`src/dio_pkg.sv`:
```
// Constants for the discrete I/O register map block.
`default_nettype none

package dio_pkg;
   localparam int unsigned CHAN_NUM = 4;
   localparam logic [7:0]  FN_READ_COILS     = 8'h01;
   localparam logic [7:0]  FN_READ_INPUTS    = 8'h02;
   localparam logic [7:0]  FN_READ_HOLDING   = 8'h03;
   localparam logic [7:0]  FN_READ_INPUT_REG = 8'h04;
   localparam logic [7:0]  FN_FORCE_COIL     = 8'h05;
   localparam logic [7:0]  FN_PRESET_REG     = 8'h06;
   localparam logic [7:0]  FN_FORCE_COILS    = 8'h0F;
   localparam logic [7:0]  FN_PRESET_REGS    = 8'h10;
   localparam logic [7:0]  EXC_NONE          = 8'h00;
   localparam logic [7:0]  EXC_ILLEGAL_FUNC  = 8'h01;
   localparam logic [7:0]  EXC_ILLEGAL_ADDR  = 8'h02;
   localparam logic [7:0]  EXC_ILLEGAL_VALUE = 8'h03;
   localparam logic [15:0] OUTPUT_COIL_CH0     = 16'h0000;
   localparam logic [15:0] OUTPUT_COIL_CH3     = 16'h0003;
   localparam logic [15:0] INPUT_STATUS_CH0    = 16'h0000;
   localparam logic [15:0] PACKED_INPUT_STATES = 16'h0000;
   localparam logic [15:0] OUTPUT_GROUP_REG    = 16'h0000;
   localparam logic [16:0] ADDR_LIMIT          = 17'h00004;
   localparam logic [15:0] COIL_ON_VALUE       = 16'hFF00;
   localparam logic [15:0] COIL_OFF_VALUE      = 16'h0000;
   localparam logic [15:0] GROUP_VALID_MASK    = 16'h000F;
   localparam logic [3:0]  COIL_RESET          = 4'h0;
endpackage : dio_pkg

`default_nettype wire

```
`src/dio_map.sv`:
```
// Discrete output coils, discrete inputs and packed input register of the I/O map.
//
// Functional notes
// - One global option picks coil access or grouped register access, never both.
// - Coil references work only while coil access is enabled.
// - The grouped output register works only while coil access is disabled.
// - A forced one turns the output on, a forced zero turns it off.
// - All outputs reset to off and are always actively driven.
// - Input inversion never changes how coil values drive outputs.
// - Coil reads pack the start coil in the LSB, unused bits zero.
// - Input reads pack thresholded states, start channel in the LSB, ascending.
// - Data bits beyond the requested inputs read as zero.
// - An input above the high threshold reads one, below it zero.
// - Packed input register holds channels 0 to 3 in bits 0 to 3, rest zero.
// - Packed input bits follow live pins, including a driven tandem output.
// - With inversion enabled the reported input states are complemented.
// - A grouped register write updates all four outputs at once.
// - Unsupported function gives exception 01, bad register value exception 03.
`timescale 1ns/1ps
`default_nettype none

module dio_map
   import dio_pkg::*;
(
   input  wire logic        mclk,
   input  wire logic        rst_n,
   input  wire logic        coil_mode_en,
   input  wire logic        input_invert_en,
   input  wire logic [3:0]  input_above_thr,
   output var  logic [3:0]  output_on,
   input  wire logic        req_valid,
   input  wire logic [7:0]  req_func,
   input  wire logic [15:0] req_addr,
   input  wire logic [15:0] req_qty,
   input  wire logic [15:0] req_wdata,
   output var  logic        rsp_valid,
   output var  logic [7:0]  rsp_exc,
   output var  logic [15:0] rsp_data
);

   // Mask of the lowest qty channels; qty is already range checked.
   function automatic logic [3:0] chan_mask(input logic [15:0] qty);
      logic [3:0] m;
      m = 4'h0;
      for (int i = 0; i < CHAN_NUM; i++)
      begin
         if (qty > 16'(i))
         begin
            m[i] = 1'b1;
         end
      end
      return m;
   endfunction

   // True when a run of qty references starting at addr lies within the channels.
   function automatic logic span_ok(input logic [15:0] addr, input logic [15:0] qty);
      logic [16:0] last;
      last = {1'b0, addr} + {1'b0, qty};
      return (qty != 16'h0000) && (last <= ADDR_LIMIT);
   endfunction

   // True when a one-register request names exactly the given reference.
   function automatic logic one_reg_ok(input logic [15:0] addr, input logic [15:0] qty,
                                       input logic [15:0] ref_addr);
      return (addr == ref_addr) && (qty == 16'h0001);
   endfunction

   logic [1:0]  mode_sync_q;
   logic [1:0]  mode_sync_d;
   logic [1:0]  inv_sync_q;
   logic [1:0]  inv_sync_d;
   logic [3:0]  pin_sync;
   logic [3:0]  coil_q;
   logic [3:0]  coil_d;
   logic        rsp_valid_q;
   logic        rsp_valid_d;
   logic [7:0]  rsp_exc_q;
   logic [7:0]  rsp_exc_d;
   logic [15:0] rsp_data_q;
   logic [15:0] rsp_data_d;
   logic        coil_mode;
   logic        invert;
   logic [3:0]  input_state;
   logic [1:0]  sh;
   logic [3:0]  req_mask;
   logic [3:0]  win_mask;
   logic [3:0]  shifted_coils;
   logic [3:0]  shifted_inputs;

   // Configuration levels arrive from outside the clock domain.
   always_comb
   begin
      mode_sync_d = {mode_sync_q[0], coil_mode_en};
      inv_sync_d  = {inv_sync_q[0], input_invert_en};
   end

   always_ff @(posedge mclk or negedge rst_n)
   begin
      if (!rst_n)
      begin
         mode_sync_q <= 2'b00;
         inv_sync_q  <= 2'b00;
      end
      else
      begin
         mode_sync_q <= mode_sync_d;
         inv_sync_q  <= inv_sync_d;
      end
   end

   // Each comparator output passes its own two-stage synchroniser.
   for (genvar ch = 0; ch < CHAN_NUM; ch++)
   begin : g_pin_sync
      logic meta_q;
      logic meta_d;
      logic sync_q;
      logic sync_d;

      // Only the second stage reads the first, so no logic sees a settling level.
      always_comb
      begin
         meta_d = input_above_thr[ch];
         sync_d = meta_q;
      end

      always_ff @(posedge mclk or negedge rst_n)
      begin
         if (!rst_n)
         begin
            meta_q <= 1'b0;
            sync_q <= 1'b0;
         end
         else
         begin
            meta_q <= meta_d;
            sync_q <= sync_d;
         end
      end

      assign pin_sync[ch] = sync_q;
   end

   // Switching the option leaves the outputs alone; only the access path changes.
   assign coil_mode   = mode_sync_q[1];
   assign invert      = inv_sync_q[1];
   // The pin already carries the tandem switch level, so no output term is mixed in.
   assign input_state = pin_sync ^ {CHAN_NUM{invert}};

   assign sh             = req_addr[1:0];
   assign req_mask       = chan_mask(req_qty);
   assign win_mask       = req_mask << sh;
   assign shifted_coils  = (coil_q >> sh) & req_mask;
   assign shifted_inputs = (input_state >> sh) & req_mask;

   // Request decode: every request is answered on the next clock.
   always_comb
   begin
      coil_d      = coil_q;
      rsp_valid_d = req_valid;
      rsp_exc_d   = EXC_NONE;
      rsp_data_d  = 16'h0000;
      if (req_valid)
      begin
         case (req_func)
            FN_READ_COILS:
            begin
               if (!coil_mode)
               begin
                  rsp_exc_d = EXC_ILLEGAL_ADDR;
               end
               else if (!span_ok(req_addr, req_qty))
               begin
                  rsp_exc_d = EXC_ILLEGAL_ADDR;
               end
               else
               begin
                  rsp_data_d = {12'h000, shifted_coils};
               end
            end
            // Input reads are legal in both output access modes.
            FN_READ_INPUTS:
            begin
               if (!span_ok(req_addr, req_qty))
               begin
                  rsp_exc_d = EXC_ILLEGAL_ADDR;
               end
               else
               begin
                  rsp_data_d = {12'h000, shifted_inputs};
               end
            end
            FN_READ_HOLDING:
            begin
               if (coil_mode || !one_reg_ok(req_addr, req_qty, OUTPUT_GROUP_REG))
               begin
                  rsp_exc_d = EXC_ILLEGAL_ADDR;
               end
               else
               begin
                  rsp_data_d = {12'h000, coil_q};
               end
            end
            FN_READ_INPUT_REG:
            begin
               if (!one_reg_ok(req_addr, req_qty, PACKED_INPUT_STATES))
               begin
                  rsp_exc_d = EXC_ILLEGAL_ADDR;
               end
               else
               begin
                  rsp_data_d = {12'h000, input_state};
               end
            end
            // Only the exact on and off words are accepted for a single coil.
            FN_FORCE_COIL:
            begin
               if (!coil_mode || req_addr > OUTPUT_COIL_CH3)
               begin
                  rsp_exc_d = EXC_ILLEGAL_ADDR;
               end
               else if (req_wdata == COIL_ON_VALUE)
               begin
                  coil_d[sh] = 1'b1;
                  rsp_data_d = req_wdata;
               end
               else if (req_wdata == COIL_OFF_VALUE)
               begin
                  coil_d[sh] = 1'b0;
                  rsp_data_d = req_wdata;
               end
               else
               begin
                  rsp_exc_d = EXC_ILLEGAL_VALUE;
               end
            end
            // Only the window of addressed coils is rewritten; the others keep their state.
            FN_FORCE_COILS:
            begin
               if (!coil_mode || !span_ok(req_addr, req_qty))
               begin
                  rsp_exc_d = EXC_ILLEGAL_ADDR;
               end
               else
               begin
                  coil_d     = (coil_q & ~win_mask) | ((req_wdata[3:0] << sh) & win_mask);
                  rsp_data_d = req_qty;
               end
            end
            // A grouped write replaces all four outputs, so clients resend the bits they keep.
            FN_PRESET_REG,
            FN_PRESET_REGS:
            begin
               if (coil_mode || req_addr != OUTPUT_GROUP_REG)
               begin
                  rsp_exc_d = EXC_ILLEGAL_ADDR;
               end
               else if (req_func == FN_PRESET_REGS && req_qty != 16'h0001)
               begin
                  rsp_exc_d = EXC_ILLEGAL_ADDR;
               end
               else if ((req_wdata & ~GROUP_VALID_MASK) != 16'h0000)
               begin
                  rsp_exc_d = EXC_ILLEGAL_VALUE;
               end
               else
               begin
                  coil_d     = req_wdata[3:0];
                  rsp_data_d = req_wdata;
               end
            end
            default:
            begin
               rsp_exc_d = EXC_ILLEGAL_FUNC;
            end
         endcase
      end
   end

   always_ff @(posedge mclk or negedge rst_n)
   begin
      if (!rst_n)
      begin
         coil_q      <= COIL_RESET;
         rsp_valid_q <= 1'b0;
         rsp_exc_q   <= EXC_NONE;
         rsp_data_q  <= 16'h0000;
      end
      else
      begin
         coil_q      <= coil_d;
         rsp_valid_q <= rsp_valid_d;
         rsp_exc_q   <= rsp_exc_d;
         rsp_data_q  <= rsp_data_d;
      end
   end

   // Outputs are driven both ways at all times, so they never float.
   assign output_on = coil_q;
   assign rsp_valid = rsp_valid_q;
   assign rsp_exc   = rsp_exc_q;
   assign rsp_data  = rsp_data_q;

endmodule // dio_map

`default_nettype wire

```
`config.mk`:
```
export PLATFORM = sky130hd
export DESIGN_NAME = dio_map
export DESIGN_NICKNAME = d
export VERILOG_FILES = /design/src/dio_pkg.sv /design/src/dio_map.sv
export SDC_FILE = /design/constraint.sdc
export NUM_CORES = 1
export LEC_CHECK = 0
export ABC_AREA = 0
export BUFFER_PORTS_ARGS = -buffer_cell sky130_fd_sc_hd__buf_2
export CORE_UTILIZATION = 57
export CTS_CLUSTER_SIZE = 12
export DETAILED_ROUTE_END_ITERATION = 10
export PLACE_DENSITY = 0.87
export SYNTH_ARGS = -nofsm -noshare
export SYNTH_HDL_FRONTEND = slang
export SYNTH_SLANG_ARGS = --single-unit
```
`constraint.sdc`:
```
create_clock -name mclk -period 5.39 [get_ports mclk]
set_input_delay 0.2695 -clock mclk [delete_from_list [all_inputs] [get_ports mclk]]
set_output_delay 0.2695 -clock mclk [all_outputs]
set_load 0.1 [all_outputs]
```
; ---- Word-level counts from Yosys, hierarchy flattened
; Index checks and enable logic that the tools add are counted.
[word_totals]
regBits = 41
latch_bits = 0
ramBits = 0
romBits = 0
in_bits = 65
out_inout_bits = 29
wordCells = 114
mem_count = 0
[classes]
addsub = 1
multipliers = 0
div_mod_pow = 0
n_lt_le_gt_ge = 8
eq_ne = 17
shift = 4
mux = 41
n_bitwise = 10
n_reduce_logical = 19
[op_table]
columns = operator, count
row1 = 16-bit 2-to-1 mux, 8
row2 = 16-bit case mux with 7 select lines, 1
row3 = 8-bit case mux with 7 select lines, 1
row4 = "16-bit by 2-bit > comparator with 1-bit output, second input constant", 3
row5 = 4-bit 2-to-1 mux, 12
row6 = 16-bit nonzero test, 3
row7 = "16-bit by 1-bit > comparator with 1-bit output, second input constant", 2
row8 = 16-bit logical NOT, 2
row9 = "8-bit by 3-bit == test with 1-bit output, second input constant", 3
row10 = 2-bit 2-to-1 mux, 11
row11 = 4-bit bitwise AND, 5
row12 = 16-bit by 16-bit adder with 17-bit output, 1
row13 = "17-bit by 3-bit <= comparator with 1-bit output, second input constant", 1
row14 = "16-bit by 1-bit == test with 1-bit output, second input constant", 1
row15 = "16-bit == test, second input constant", 1
row16 = "8-bit by 2-bit == test with 1-bit output, second input constant", 2
row17 = "16-bit by 1-bit inequality test with 1-bit output, second input constant", 1
row18 = 4-bit case mux with 3 select lines, 1
row19 = "2-bit inequality test, second input constant", 5
row20 = "8-bit by 1-bit == test with 1-bit output, second input constant", 1
row21 = "8-bit by 4-bit == test with 1-bit output, second input constant", 1
row22 = "8-bit by 5-bit == test with 1-bit output, second input constant", 1
row23 = 8-bit 2-to-1 mux, 1
row24 = 4-bit inverter, 2
row25 = other kinds (15), 30

; ---- Depth between registers and ports, before layout
; Gate-level depths: netlist of run 1.
[logic_depth]
word_depth = 10
ltp_mapped = 11
depth_no_buf = 10

; ---- Least setup slack after synthesis of run 1
; OpenSTA, ideal clock, no wires.
[synth_path]
kind = input to register
from = input port req_addr[0]
to = register rsp_data_q[11] (netlist: rsp_data[11])
setup_time_ns = 0.119
t_arrival_ns = 2.759
required_time_ns = 5.271
setup_slack_ns = 2.513
path_stages = 11
n_path_buf = 1
path_cell_list = ha_1 fa_1 a21oi_1 o221a_2 nor2_1 o2111a_1 a2111oi_1 nor4_2 and3b_1 buf_2 a21o_2
[synth_between]
elab_chain_cells = 8
elab_cells_between_ends = 14
cone_classes = 1 x add/sub / 2 x order compare / 5 x mux / 6 x reduce/logical
[synth_lines]
columns = item, line_no
row1 = from (decl), dio_map.sv:33  ; input wire logic [15:0] req_addr,
row2 = 16-bit by 16-bit adder with 17-bit output, dio_map.sv:58  ; last = {1'b0, addr} + {1'b0, qty};
row3 = 17-bit by 3-bit <= comparator with 1-bit output, dio_map.sv:59  ; return (qty != 16'h0000) && (last <= ADDR_LIMIT);
row4 = 1-bit logical AND, dio_map.sv:59
row5 = 1-bit logical NOT, dio_map.sv:239  ; if (!coil_mode || !span_ok(req_addr, req_qty))
row6 = 1-bit logical OR, dio_map.sv:239
row7 = 16-bit 2-to-1 mux, dio_map.sv:239
row8 = 16-bit case mux with 7 select lines (*), dio_map.sv:164  ; case (req_func)
row9 = 16-bit 2-to-1 mux (*), dio_map.sv:162  ; if (req_valid)
row10 = via rsp_data_d[11], dio_map.sv:80  ; logic [15:0] rsp_data_d;
row11 = to (signal assigned), dio_map.sv:293  ; rsp_data_q <= rsp_data_d;
row12 = to (decl), dio_map.sv:79  ; logic [15:0] rsp_data_q;
; The timed path passes the listed nets; every way through them passes the cells marked *.
; A chain may end at the register's enable or synchronous reset.

; ---- Worst setup path in the final report of run 1
[layout_path]
from = input port req_addr[0]
to = register rsp_data_q[1] (netlist: rsp_data[1])
; The elaborated chain is that of the path after synthesis.

==> results of run 1 <==
layer usage:
layer	routed length [um]	global-route usage (%)	vias up	share of wire, %
li1	-	-	1669	-
met4	294	14.5	0	3.1
met3	819	5.36	37	8.5
met2	4530	50.4	231	47
met5	0	0	-	0
met1	3990	45.3	1694	41
stage by stage:
| stage | hold WS [ns] | total power, uW | cell area (sq um) | worst slack (ns) |
|---|---|---|---|---|
| after floorplan | -0.0261 | 460 | 3240 | 2.51 |
| after global placement | 0.332 | 525 | 3630 | 1.91 |
| after detailed placement | 0.338 | 529 | 3630 | 1.73 |
| after CTS | 0.0749 | 782 | 3740 | 1.97 |
| after global routing | 0.0673 | 821 | 3740 | 1.80 |
| final | 0.0474 | 784 | 3740 | 1.85 |
power groups by stage:
| stage | logic (uW) | clock network (uW) | registers (uW) |
|---|---|---|---|
| final | 254 | 252 | 279 |
| after global routing | 275 | 267 | 280 |
| after CTS | 248 | 255 | 279 |
| after detailed placement | 246 | 0 | 284 |
| after global placement | 241 | 0 | 283 |
| after floorplan | 153 | 0 | 307 |
worst max-delay path, cell delays in order:
cell and delay (ns):
buf_2 0.24, ha_1 0.30, fa_1 0.43, a211oi_1 0.33
xor2_1 0.21, nand3_1 0.10, a221oi_1 0.46, o211ai_1 0.17
nor4_1 0.78, o2111ai_1 0.21, a31oi_1 0.23
layout by cell type, fill, tap and decap left out, types with 4 or more instances in the layout:
master / netlist / routed
a221oi_1: 4 / 4
inv_1: 9 / 9
nand3_1: 18 / 18
nand2_1: 38 / 38
nor2b_1: 4 / 4
a21oi_1: 31 / 31
o21a_1: 6 / 6
xnor2_1: 5 / 5
nor4_1: 15 / 15
conb_1: 1 / 6
ha_1: 16 / 16
nand4_1: 10 / 10
buf_2: 5 / 87
o211ai_1: 8 / 8
xor2_1: 8 / 8
a21o_1: 11 / 11
a31oi_1: 7 / 7
and2_1: 4 / 4
clkbuf_8: 0 / 5
nor2_1: 27 / 27
mux2i_1: 9 / 9
dfrtp_1: 35 / 35
nand2b_1: 5 / 5
o21ai_0: 24 / 24
and4_1: 5 / 5
nor3_1: 12 / 12
and3_1: 4 / 4
worst paths after layout:
check / cells after the start / slack, ns / endpoint / from
worst max-delay path: 11 / 1.85 / rsp_data[1] / req_addr[0]
worst min-delay path: 1 / 0.05 / rsp_data[4] / rst_n
worst max register to register: 4 / 3.15 / flop / mode_sync_q[1]
worst min register to register: 0 / 0.36 / mode_sync_q[1] / mode_sync_q[0]
max in group asynchronous: 1 / 4.83 / g_pin_sync[0].meta_q / rst_n
min in group mclk: 1 / 0.08 / mode_sync_q[0] / coil_mode_en
logic make-up after synthesis:
kind of cell / count (synthesis) / synth area share (%)
AO/OA/AOI/OAI: 130 / 27.7
XOR/XNOR: 13 / 3.54
adder cells (fa/ha/maj): 18 / 7.15
buffers and inverters: 39 / 5.67
flip-flops: 35 / 27.2
multiplexers: 10 / 3.15
other: 1 / 0.116
AND/OR/NAND/NOR: 156 / 25.5
layout make-up:
cell class / count / area [sq um] / area share [%]
flip-flops and latches: 35 / 876 / 23.4
inverters: 10 / 37.5 / 1.00
clock inverters: 3 / 47.5 / 1.27
clock buffers: 5 / 68.8 / 1.84
repair buffers: 88 / 443 / 11.8
multi-input cells: 333 / 2180 / 58.3
well taps: 72 / 90.1 / 2.41
==> flow_metrics.tcl, run 1 <==
set metrics [dict create \
    slew_viol_final 0 \
    cp-start-kind "input pin" \
    cts_tree "done" \
    cts_setup_buffers 0 \
    hold_path.class "in2async" \
    synth_ff_type "dfrtp_1" \
    grtUsageTotal_pct 32.9 \
    cts_root_buf "clkbuf_8" \
    dr.pass1.iters 6 \
    ios 94 \
    min_period_over_period_pct 65.6 \
    cts_made_buffers 5 \
    hold_viol 0 \
    slew_headroom_pct 32.9 \
    coreArea_sq_um 5470 \
    path_class "in2reg" \
    cp_data_arrival_time_ns 3.73 \
    period_needed_ns 3.54 \
    cap_violations 0 \
    grt_setup_unrepaired "no" \
    wire_per_inst_um 17.6 \
    layout-drive-gt1-share_pct 22.2 \
    yosys-top-cells-area "dfrtp_1, ha_1, a21oi_1" \
    power.density_nw_per_um2 209 \
    clock_latency_ns 0.30 \
    status "completed" \
    wl_mm 9.63 \
    start_util_pct 58.8 \
    drt_iter0_markers 436 \
    num_vias 3631 \
    async_flop_share_pct 100 \
    max_freq_mhz 283 \
    clockBufferDepth 2 \
    syn_area_per_cell_sq_um 8.01 \
    ys_top_cells_by_count "nand2_1, dfrtp_1, a21oi_1" \
    place_congestion 0.953 \
    required_ns 5.58 \
    hold_buffers 0 \
    synth.ff_latch_count 35 \
    cts_htree_levels 2 \
    grt_pass1_wl_mm 15.7 \
    die_h_um 77.2 \
    internal_power_uw 494 \
    p_comb_share_pct 32.3 \
    hpwl_mm 7.30 \
    synth.most_common_cell "nand2_1" \
    drc 0 \
    tightest_slew_ns 0.997 \
    dieWidth_um 77.2 \
    vias_per_cell 6.65 \
    drtAntennaViolNets 0 \
    n_fill_cell 477 \
    grt_overflow 0 \
    antenna_found_initial 0 \
    synth_top_area_cell "dfrtp_1" \
    final_util_pct 68.4 \
    tns_ns 0 \
    power.net_switching_uw 291 \
    p_clk_share_pct 32.1 \
    area_growth_pct 16.2 \
    yosys_warnings 0 \
    num_rows 27 \
    leakage_uw 0.00176 \
    synthesis.area_sq_um 3220 \
    ys_types 69 \
    first_global_vias 3305 \
    ctsResizeCount 0 \
    path_clk_slew_ns 0.09 \
    path_max_fanout 21 \
    post-place-cells 538 \
    end_kind "flop" \
    synth_top_area_share_pct 27.2 \
    seq_area_frac_synth_pct 27.2 \
    io_buffers 87 \
    seqPwrFrac_pct 35.6 \
    p_sw_share_pct 37.0 \
    die_area_sq_um 5950 \
    setup_viol 0 \
    grt_max_degree 36 \
    fin_cells 546 \
    synthCells 402 \
    synth-edff-count 0 \
    diodes 0 \
    nets 555 \
    numClockSinks 35 \
    ir_drop_mv 0.200 \
    finClkSkew_ns 0.0136 \
]
Note: power is estimated with default switching activity, not from simulation.
==> run 2: changes to the inputs <==
--- a/config.mk
+++ b/config.mk
@@ -7,10 +7,10 @@
 export LEC_CHECK = 0
 export ABC_AREA = 0
 export BUFFER_PORTS_ARGS = -buffer_cell sky130_fd_sc_hd__buf_2
-export CORE_UTILIZATION = 57
+export CORE_UTILIZATION = 48
 export CTS_CLUSTER_SIZE = 12
 export DETAILED_ROUTE_END_ITERATION = 10
-export PLACE_DENSITY = 0.87
+export PLACE_DENSITY = 0.78
 export SYNTH_ARGS = -nofsm -noshare
 export SYNTH_HDL_FRONTEND = slang
 export SYNTH_SLANG_ARGS = --single-unit
==> constraint.sdc (replaced) <==
create_clock -name mclk -period 3.2 [get_ports mclk]
set_input_delay 0.16 -clock mclk [delete_from_list [all_inputs] [get_ports mclk]]
set_output_delay 0.16 -clock mclk [all_outputs]
set_load 0.1 [all_outputs]
==> run 2 against run 1 <==
The flow now finishes with violations (DRC); global-route usage decreased by 4.1 points; clock skew increased by 0.0048 ns; via count decreased by 0.52%; non-clock buffer count increased by 20; critical path type unchanged; critical endpoint is now rsp_data[3].
==> flow_metrics.tcl, run 2 (same netlist as run 1, synthesis figures left out) <==
set metrics [dict create \
    nets 575 \
    tns_ns 0 \
    min_period_over_period_pct 89.1 \
    path_clk_slew_ns 0.08 \
    wire_per_inst_um 17.3 \
    die_area_sq_um 7040 \
    hpwl_mm 7.62 \
    vias_per_cell 6.33 \
    grtUsageTotal_pct 28.8 \
    drtAntennaViolNets 0 \
    crit_end "rsp_data[3]" \
    r2r_cells 4 \
    coreArea_sq_um 6420 \
    ios 94 \
    required_ns 3.38 \
    diodes 0 \
    tightest_slew_ns 0.878 \
    crit_path_frequent_cell "a21oi_1" \
    area_growth_pct 21.6 \
    cp_top_family "compound AO/OA/AOI/OAI gates" \
    final_common_cell "buf_2" \
    end_kind "flop" \
    dpl_cell_area_sq_um 3730 \
    first_global_vias 3450 \
    dieWidth_um 83.9 \
    r2r_slack_ns 1.00 \
    path_class "in2reg" \
    max_freq_mhz 351 \
    finClkSkew_ns 0.0184 \
    cp_data_arrival_time_ns 3.03 \
    grt_pass1_wl_mm 16.2 \
    ir_drop_mv 0.259 \
    fin_cells 571 \
    num_rows 29 \
    wl_met3_um 753 \
    numClockSinks 35 \
    antenna_found_initial 0 \
    start_util_pct 50.1 \
    power.density_nw_per_um2 339 \
    crit_chain "buf_2 > ha_1 > fa_1 > a21oi_1 > o221a_2 > nor2_1 > o2111a_1 > a2111oi_1 > nor4_2 > buf_4 > a221oi_1 > a21oi_1" \
    final_area_sq_um 3920 \
    slew_headroom_pct 41.0 \
    cpPeakStageDelay_ns 0.55 \
    highest_layer "met4" \
    status "finished with violations" \
    cp-start-kind "input pin" \
    wl_met1_mm 4.25 \
    grt_max_degree 36 \
    cts_root_buf "clkbuf_8" \
    hold_viol 0 \
    place_congestion 0.935 \
    period_needed_ns 2.85 \
    cp.depth 12 \
    wl_met2_mm 4.54 \
    rr_startpoint "mode_sync_q[1]" \
    cts_tree "done" \
    ctsResizeCount 0 \
    clock_latency_ns 0.30 \
    violations "DRC" \
    hold_path.class "in2reg" \
    hold_ws_ns 0.0444 \
    die_h_um 83.9 \
    clockBufferDepth 2 \
    wl_mm 9.85 \
    leakage_uw 0.00185 \
    setup_viol 0 \
    layout-drive-gt1-share_pct 23.9 \
    grt_setup_unrepaired "no" \
    post-place-cells 556 \
    cts_made_buffers 5 \
    num_vias 3612 \
    path_max_fanout 10 \
    drt_iter0_markers 290 \
    crit_path_start "req_qty[0]" \
    drc 10 \
    dr.pass1.iters 8 \
    slowest_stage "a2111oi_1" \
    final_cell_mix "buf_2, nand2_1, dfrtp_1, a21oi_1, nor2_1" \
    cts_htree_levels 2 \
    slew_viol_final 0 \
    io_buffers 87 \
    grt_overflow 0 \
    final_util_pct 61.0 \
    path_buf_inv 2 \
    cap_violations 0 \
    n_fill_cell 587 \
]
## run 2: area by class of cell
class	count	area [sq um]	share of cell area, %
tap	77	96.3	2.46
clock buffer	5	68.8	1.76
multi-input combinational	333	2180	55.7
clock inverter	3	46.3	1.18
inverter	10	37.5	0.958
timing repair buffer	108	611	15.6
sequential	35	876	22.4
## run 2: what timing repair did
item                      CTS  global route
hold buffers                7             0
hold endpoints to repair   41             0
buffers inserted            0             0
## run 2: layer usage
layer / track usage [%] / vias up
met1: 38.1 / 1696
met5: 0 / -
met4: 12.4 / 0
met3: 4.15 / 30
li1: - / 1707
met2: 46.8 / 179
## run 2: worst min path at each step
stage | start | to | slack, ns | cells after the start
finish | req_valid | rsp_valid | 0.04 | 1
global route | req_valid | rsp_valid | 0.04 | 1
CTS | req_valid | rsp_valid | 0.04 | 1
detailed placement | input_above_thr[3] | g_pin_sync[3].meta_q | 0.27 | 1
global placement | rst_n | rsp_exc[1] | 0.27 | 1
floorplan | rst_n | async pin | -0.14 | 0
## run 2: where the power goes
part / switching, uW / total, uW / internal, uW / leakage [uW]
Clock: 183 / 418 / 235 / 0.0000548
Combinational: 286 / 440 / 154 / 0.00135
Sequential: 14.6 / 470 / 455 / 0.000451
## run 2: metrics by stage
| step | worst slack (ns) | total power [uW] |
|---|---|---|
| 2_1_floorplan | 0.432 | 775 |
| 3_3_place_gp | 0.175 | 897 |
| 3_5_place_dp | 0.0767 | 904 |
| 4_1_cts | 0.366 | 1330 |
| 5_1_grt | 0.0944 | 1400 |
| 6_report | 0.349 | 1330 |
==> run 3: changes to the inputs <==
--- a/config.mk
+++ b/config.mk
@@ -7,10 +7,12 @@
 export LEC_CHECK = 0
 export ABC_AREA = 0
 export BUFFER_PORTS_ARGS = -buffer_cell sky130_fd_sc_hd__buf_2
-export CORE_UTILIZATION = 48
+export CELL_PAD_IN_SITES_DETAIL_PLACEMENT = 2
+export CELL_PAD_IN_SITES_GLOBAL_PLACEMENT = 2
+export CORE_UTILIZATION = 27
 export CTS_CLUSTER_SIZE = 12
 export DETAILED_ROUTE_END_ITERATION = 10
-export PLACE_DENSITY = 0.78
+export PLACE_DENSITY_LB_ADDON = 0.1
 export SYNTH_ARGS = -nofsm -noshare
 export SYNTH_HDL_FRONTEND = slang
 export SYNTH_SLANG_ARGS = --single-unit
==> run 3 against run 2 <==
The flow finishes with violations (DRC, hold timing); clock power rose by 43%; die area rose by 76%; hold slack got worse by 0.053 ns; core utilization fell by 25 points; largest cell class unchanged; final cell count rose by 13%.
==> flow_metrics.tcl, run 3 (same netlist as run 1, synthesis figures left out) <==
set metrics [dict create \
    grtUsageTotal_pct 22.7 \
    crit_path_frequent_cell "a21oi_1" \
    path_class "in2reg" \
    drc 10 \
    cpPeakStageDelay_ns 0.61 \
    ir_drop_mv 0.275 \
    grt_use_met1_pct 28.9 \
    use_met2_pct 40.3 \
    multi_input_area_sq_um 2180 \
    drtAntennaViolNets 0 \
    cap_violations 0 \
    cts_tree "done" \
    nets 584 \
    cts_setup_buffers 0 \
    coreArea_sq_um 11500 \
    num_rows 39 \
    min_period_over_period_pct 91.8 \
    slew_headroom_pct 40.9 \
    period_needed_ns 2.94 \
    r2r_slack_ns 0.92 \
    clockBufferDepth 2 \
    final_area_sq_um 4120 \
    first_global_vias 4000 \
    drt_iter0_markers 156 \
    hold_viol 8 \
    grt_most_used_layer "met2" \
    diodes 0 \
    setup_viol 0 \
    path_clk_slew_ns 0.07 \
    cts_htree_levels 2 \
    dieWidth_um 111 \
    wire_per_inst_um 21.4 \
    dr.pass1.iters 7 \
    tns_ns 0 \
    end_kind "flop" \
    hold_ws_ns -0.00824 \
    grt_overflow 0 \
    n_fill_cell 1378 \
    final_common_cell "buf_2" \
    dpl_cell_area_sq_um 3890 \
    antenna_found_initial 0 \
    path_max_fanout 11 \
    fin_cells 646 \
    layout-drive-gt1-share_pct 25.4 \
    io_buffers 87 \
    regArea_sq_um 876 \
    status "finished with violations" \
    met3_usage_pct 3.34 \
    r2r_cells 4 \
    crit_chain "buf_2 > ha_1 > fa_1 > a21oi_1 > o221a_2 > nor2_1 > o2111a_1 > a2111oi_1 > nor4_2 > buf_4 > a221oi_1 > a21oi_1" \
    grt_setup_unrepaired "no" \
    die_h_um 111 \
    numClockSinks 35 \
    violations "DRC, hold timing" \
    cp_data_arrival_time_ns 3.11 \
    leakage_uw 0.00192 \
    required_ns 3.37 \
    finClkSkew_ns 0.00375 \
    ios 94 \
    area_growth_pct 27.9 \
    fin_ws_ns 0.263 \
    cp-start-kind "input pin" \
    final_cell_mix "buf_2, nand2_1, dfrtp_1, a21oi_1, nor2_1" \
    num_vias 3640 \
    wl_mm 13.8 \
    die_area_sq_um 12400 \
    clock_latency_ns 0.29 \
    hpwl_mm 10.9 \
    hold_path.class "in2async" \
    power.density_nw_per_um2 374 \
    ctsResizeCount 0 \
    post-place-cells 632 \
    slowest_stage "a2111oi_1" \
    pre_cts_ws_ns -0.0161 \
    grt_max_degree 36 \
    grt_pass1_wl_mm 21.8 \
    place_congestion 0.800 \
    vias_per_cell 5.63 \
    slew_viol_final 0 \
    max_freq_mhz 341 \
    cts_made_buffers 5 \
    cts_root_buf "clkbuf_16" \
    tightest_slew_ns 0.886 \
    start_util_pct 28.0 \
]
## run 3: cell types whose count changed in the layout (fill, tap and decap cells not counted), sizes merged
cell	change
buf	+10
dlygate4sd3	-1
## run 3: critical path: cells and delay by family
family / cells / cell delay, ns
compound gates: 6 / 1.74
buf+inv: 2 / 0.32
fa+ha+maj: 2 / 0.68
simple gates: 2 / 0.21
## run 3: layer usage
metal  wire, um  part of all wire [%]
met5          0                     0
met4        184                   1.3
met3        414                   3.0
met2       6810                    49
met1       6400                    46
## run 3: through the flow
stage	utilization, %	total power, uW
after floorplan	-	775
after CTS	35.8	1560
final	35.8	1540
after global routing	35.8	1610
after global placement	33.8	927
after detailed placement	33.8	940
## run 3: cell type report
class / count / area share, %
Multi-Input combinational cell: 333 / 52.9
Sequential cell: 35 / 21.3
Timing Repair Buffer: 117 / 16.4
Tap cell: 143 / 4.34
Clock buffer: 5 / 3.04
Clock inverter: 3 / 1.12
Inverter: 10 / 0.911
## run 3: final timing paths
check | to | startpoint
worst max register to register | flop | mode_sync_q[1]
min in group mclk | rsp_valid | req_valid
worst min-delay path | async pin | rst_n
worst max-delay path | rsp_data[3] | req_addr[0]
worst min register to register | g_pin_sync[1].sync_q | g_pin_sync[1].meta_q
max in group asynchronous | rsp_data[10] | rst_n
## run 3: what timing repair did
action / CTS / global route
hold buffers: 6 / 0
endpoints found under the setup margin: 0 / 0
hold endpoints to repair: 6 / 0
## run 3: report_power, final
| part | internal, uW | total [uW] | switching [uW] |
|---|---|---|---|
| combinational | 158 | 468 | 310 |
| sequential | 456 | 473 | 16.6 |
| clock | 371 | 599 | 228 |
| total | 985 | 1540 | 554 |
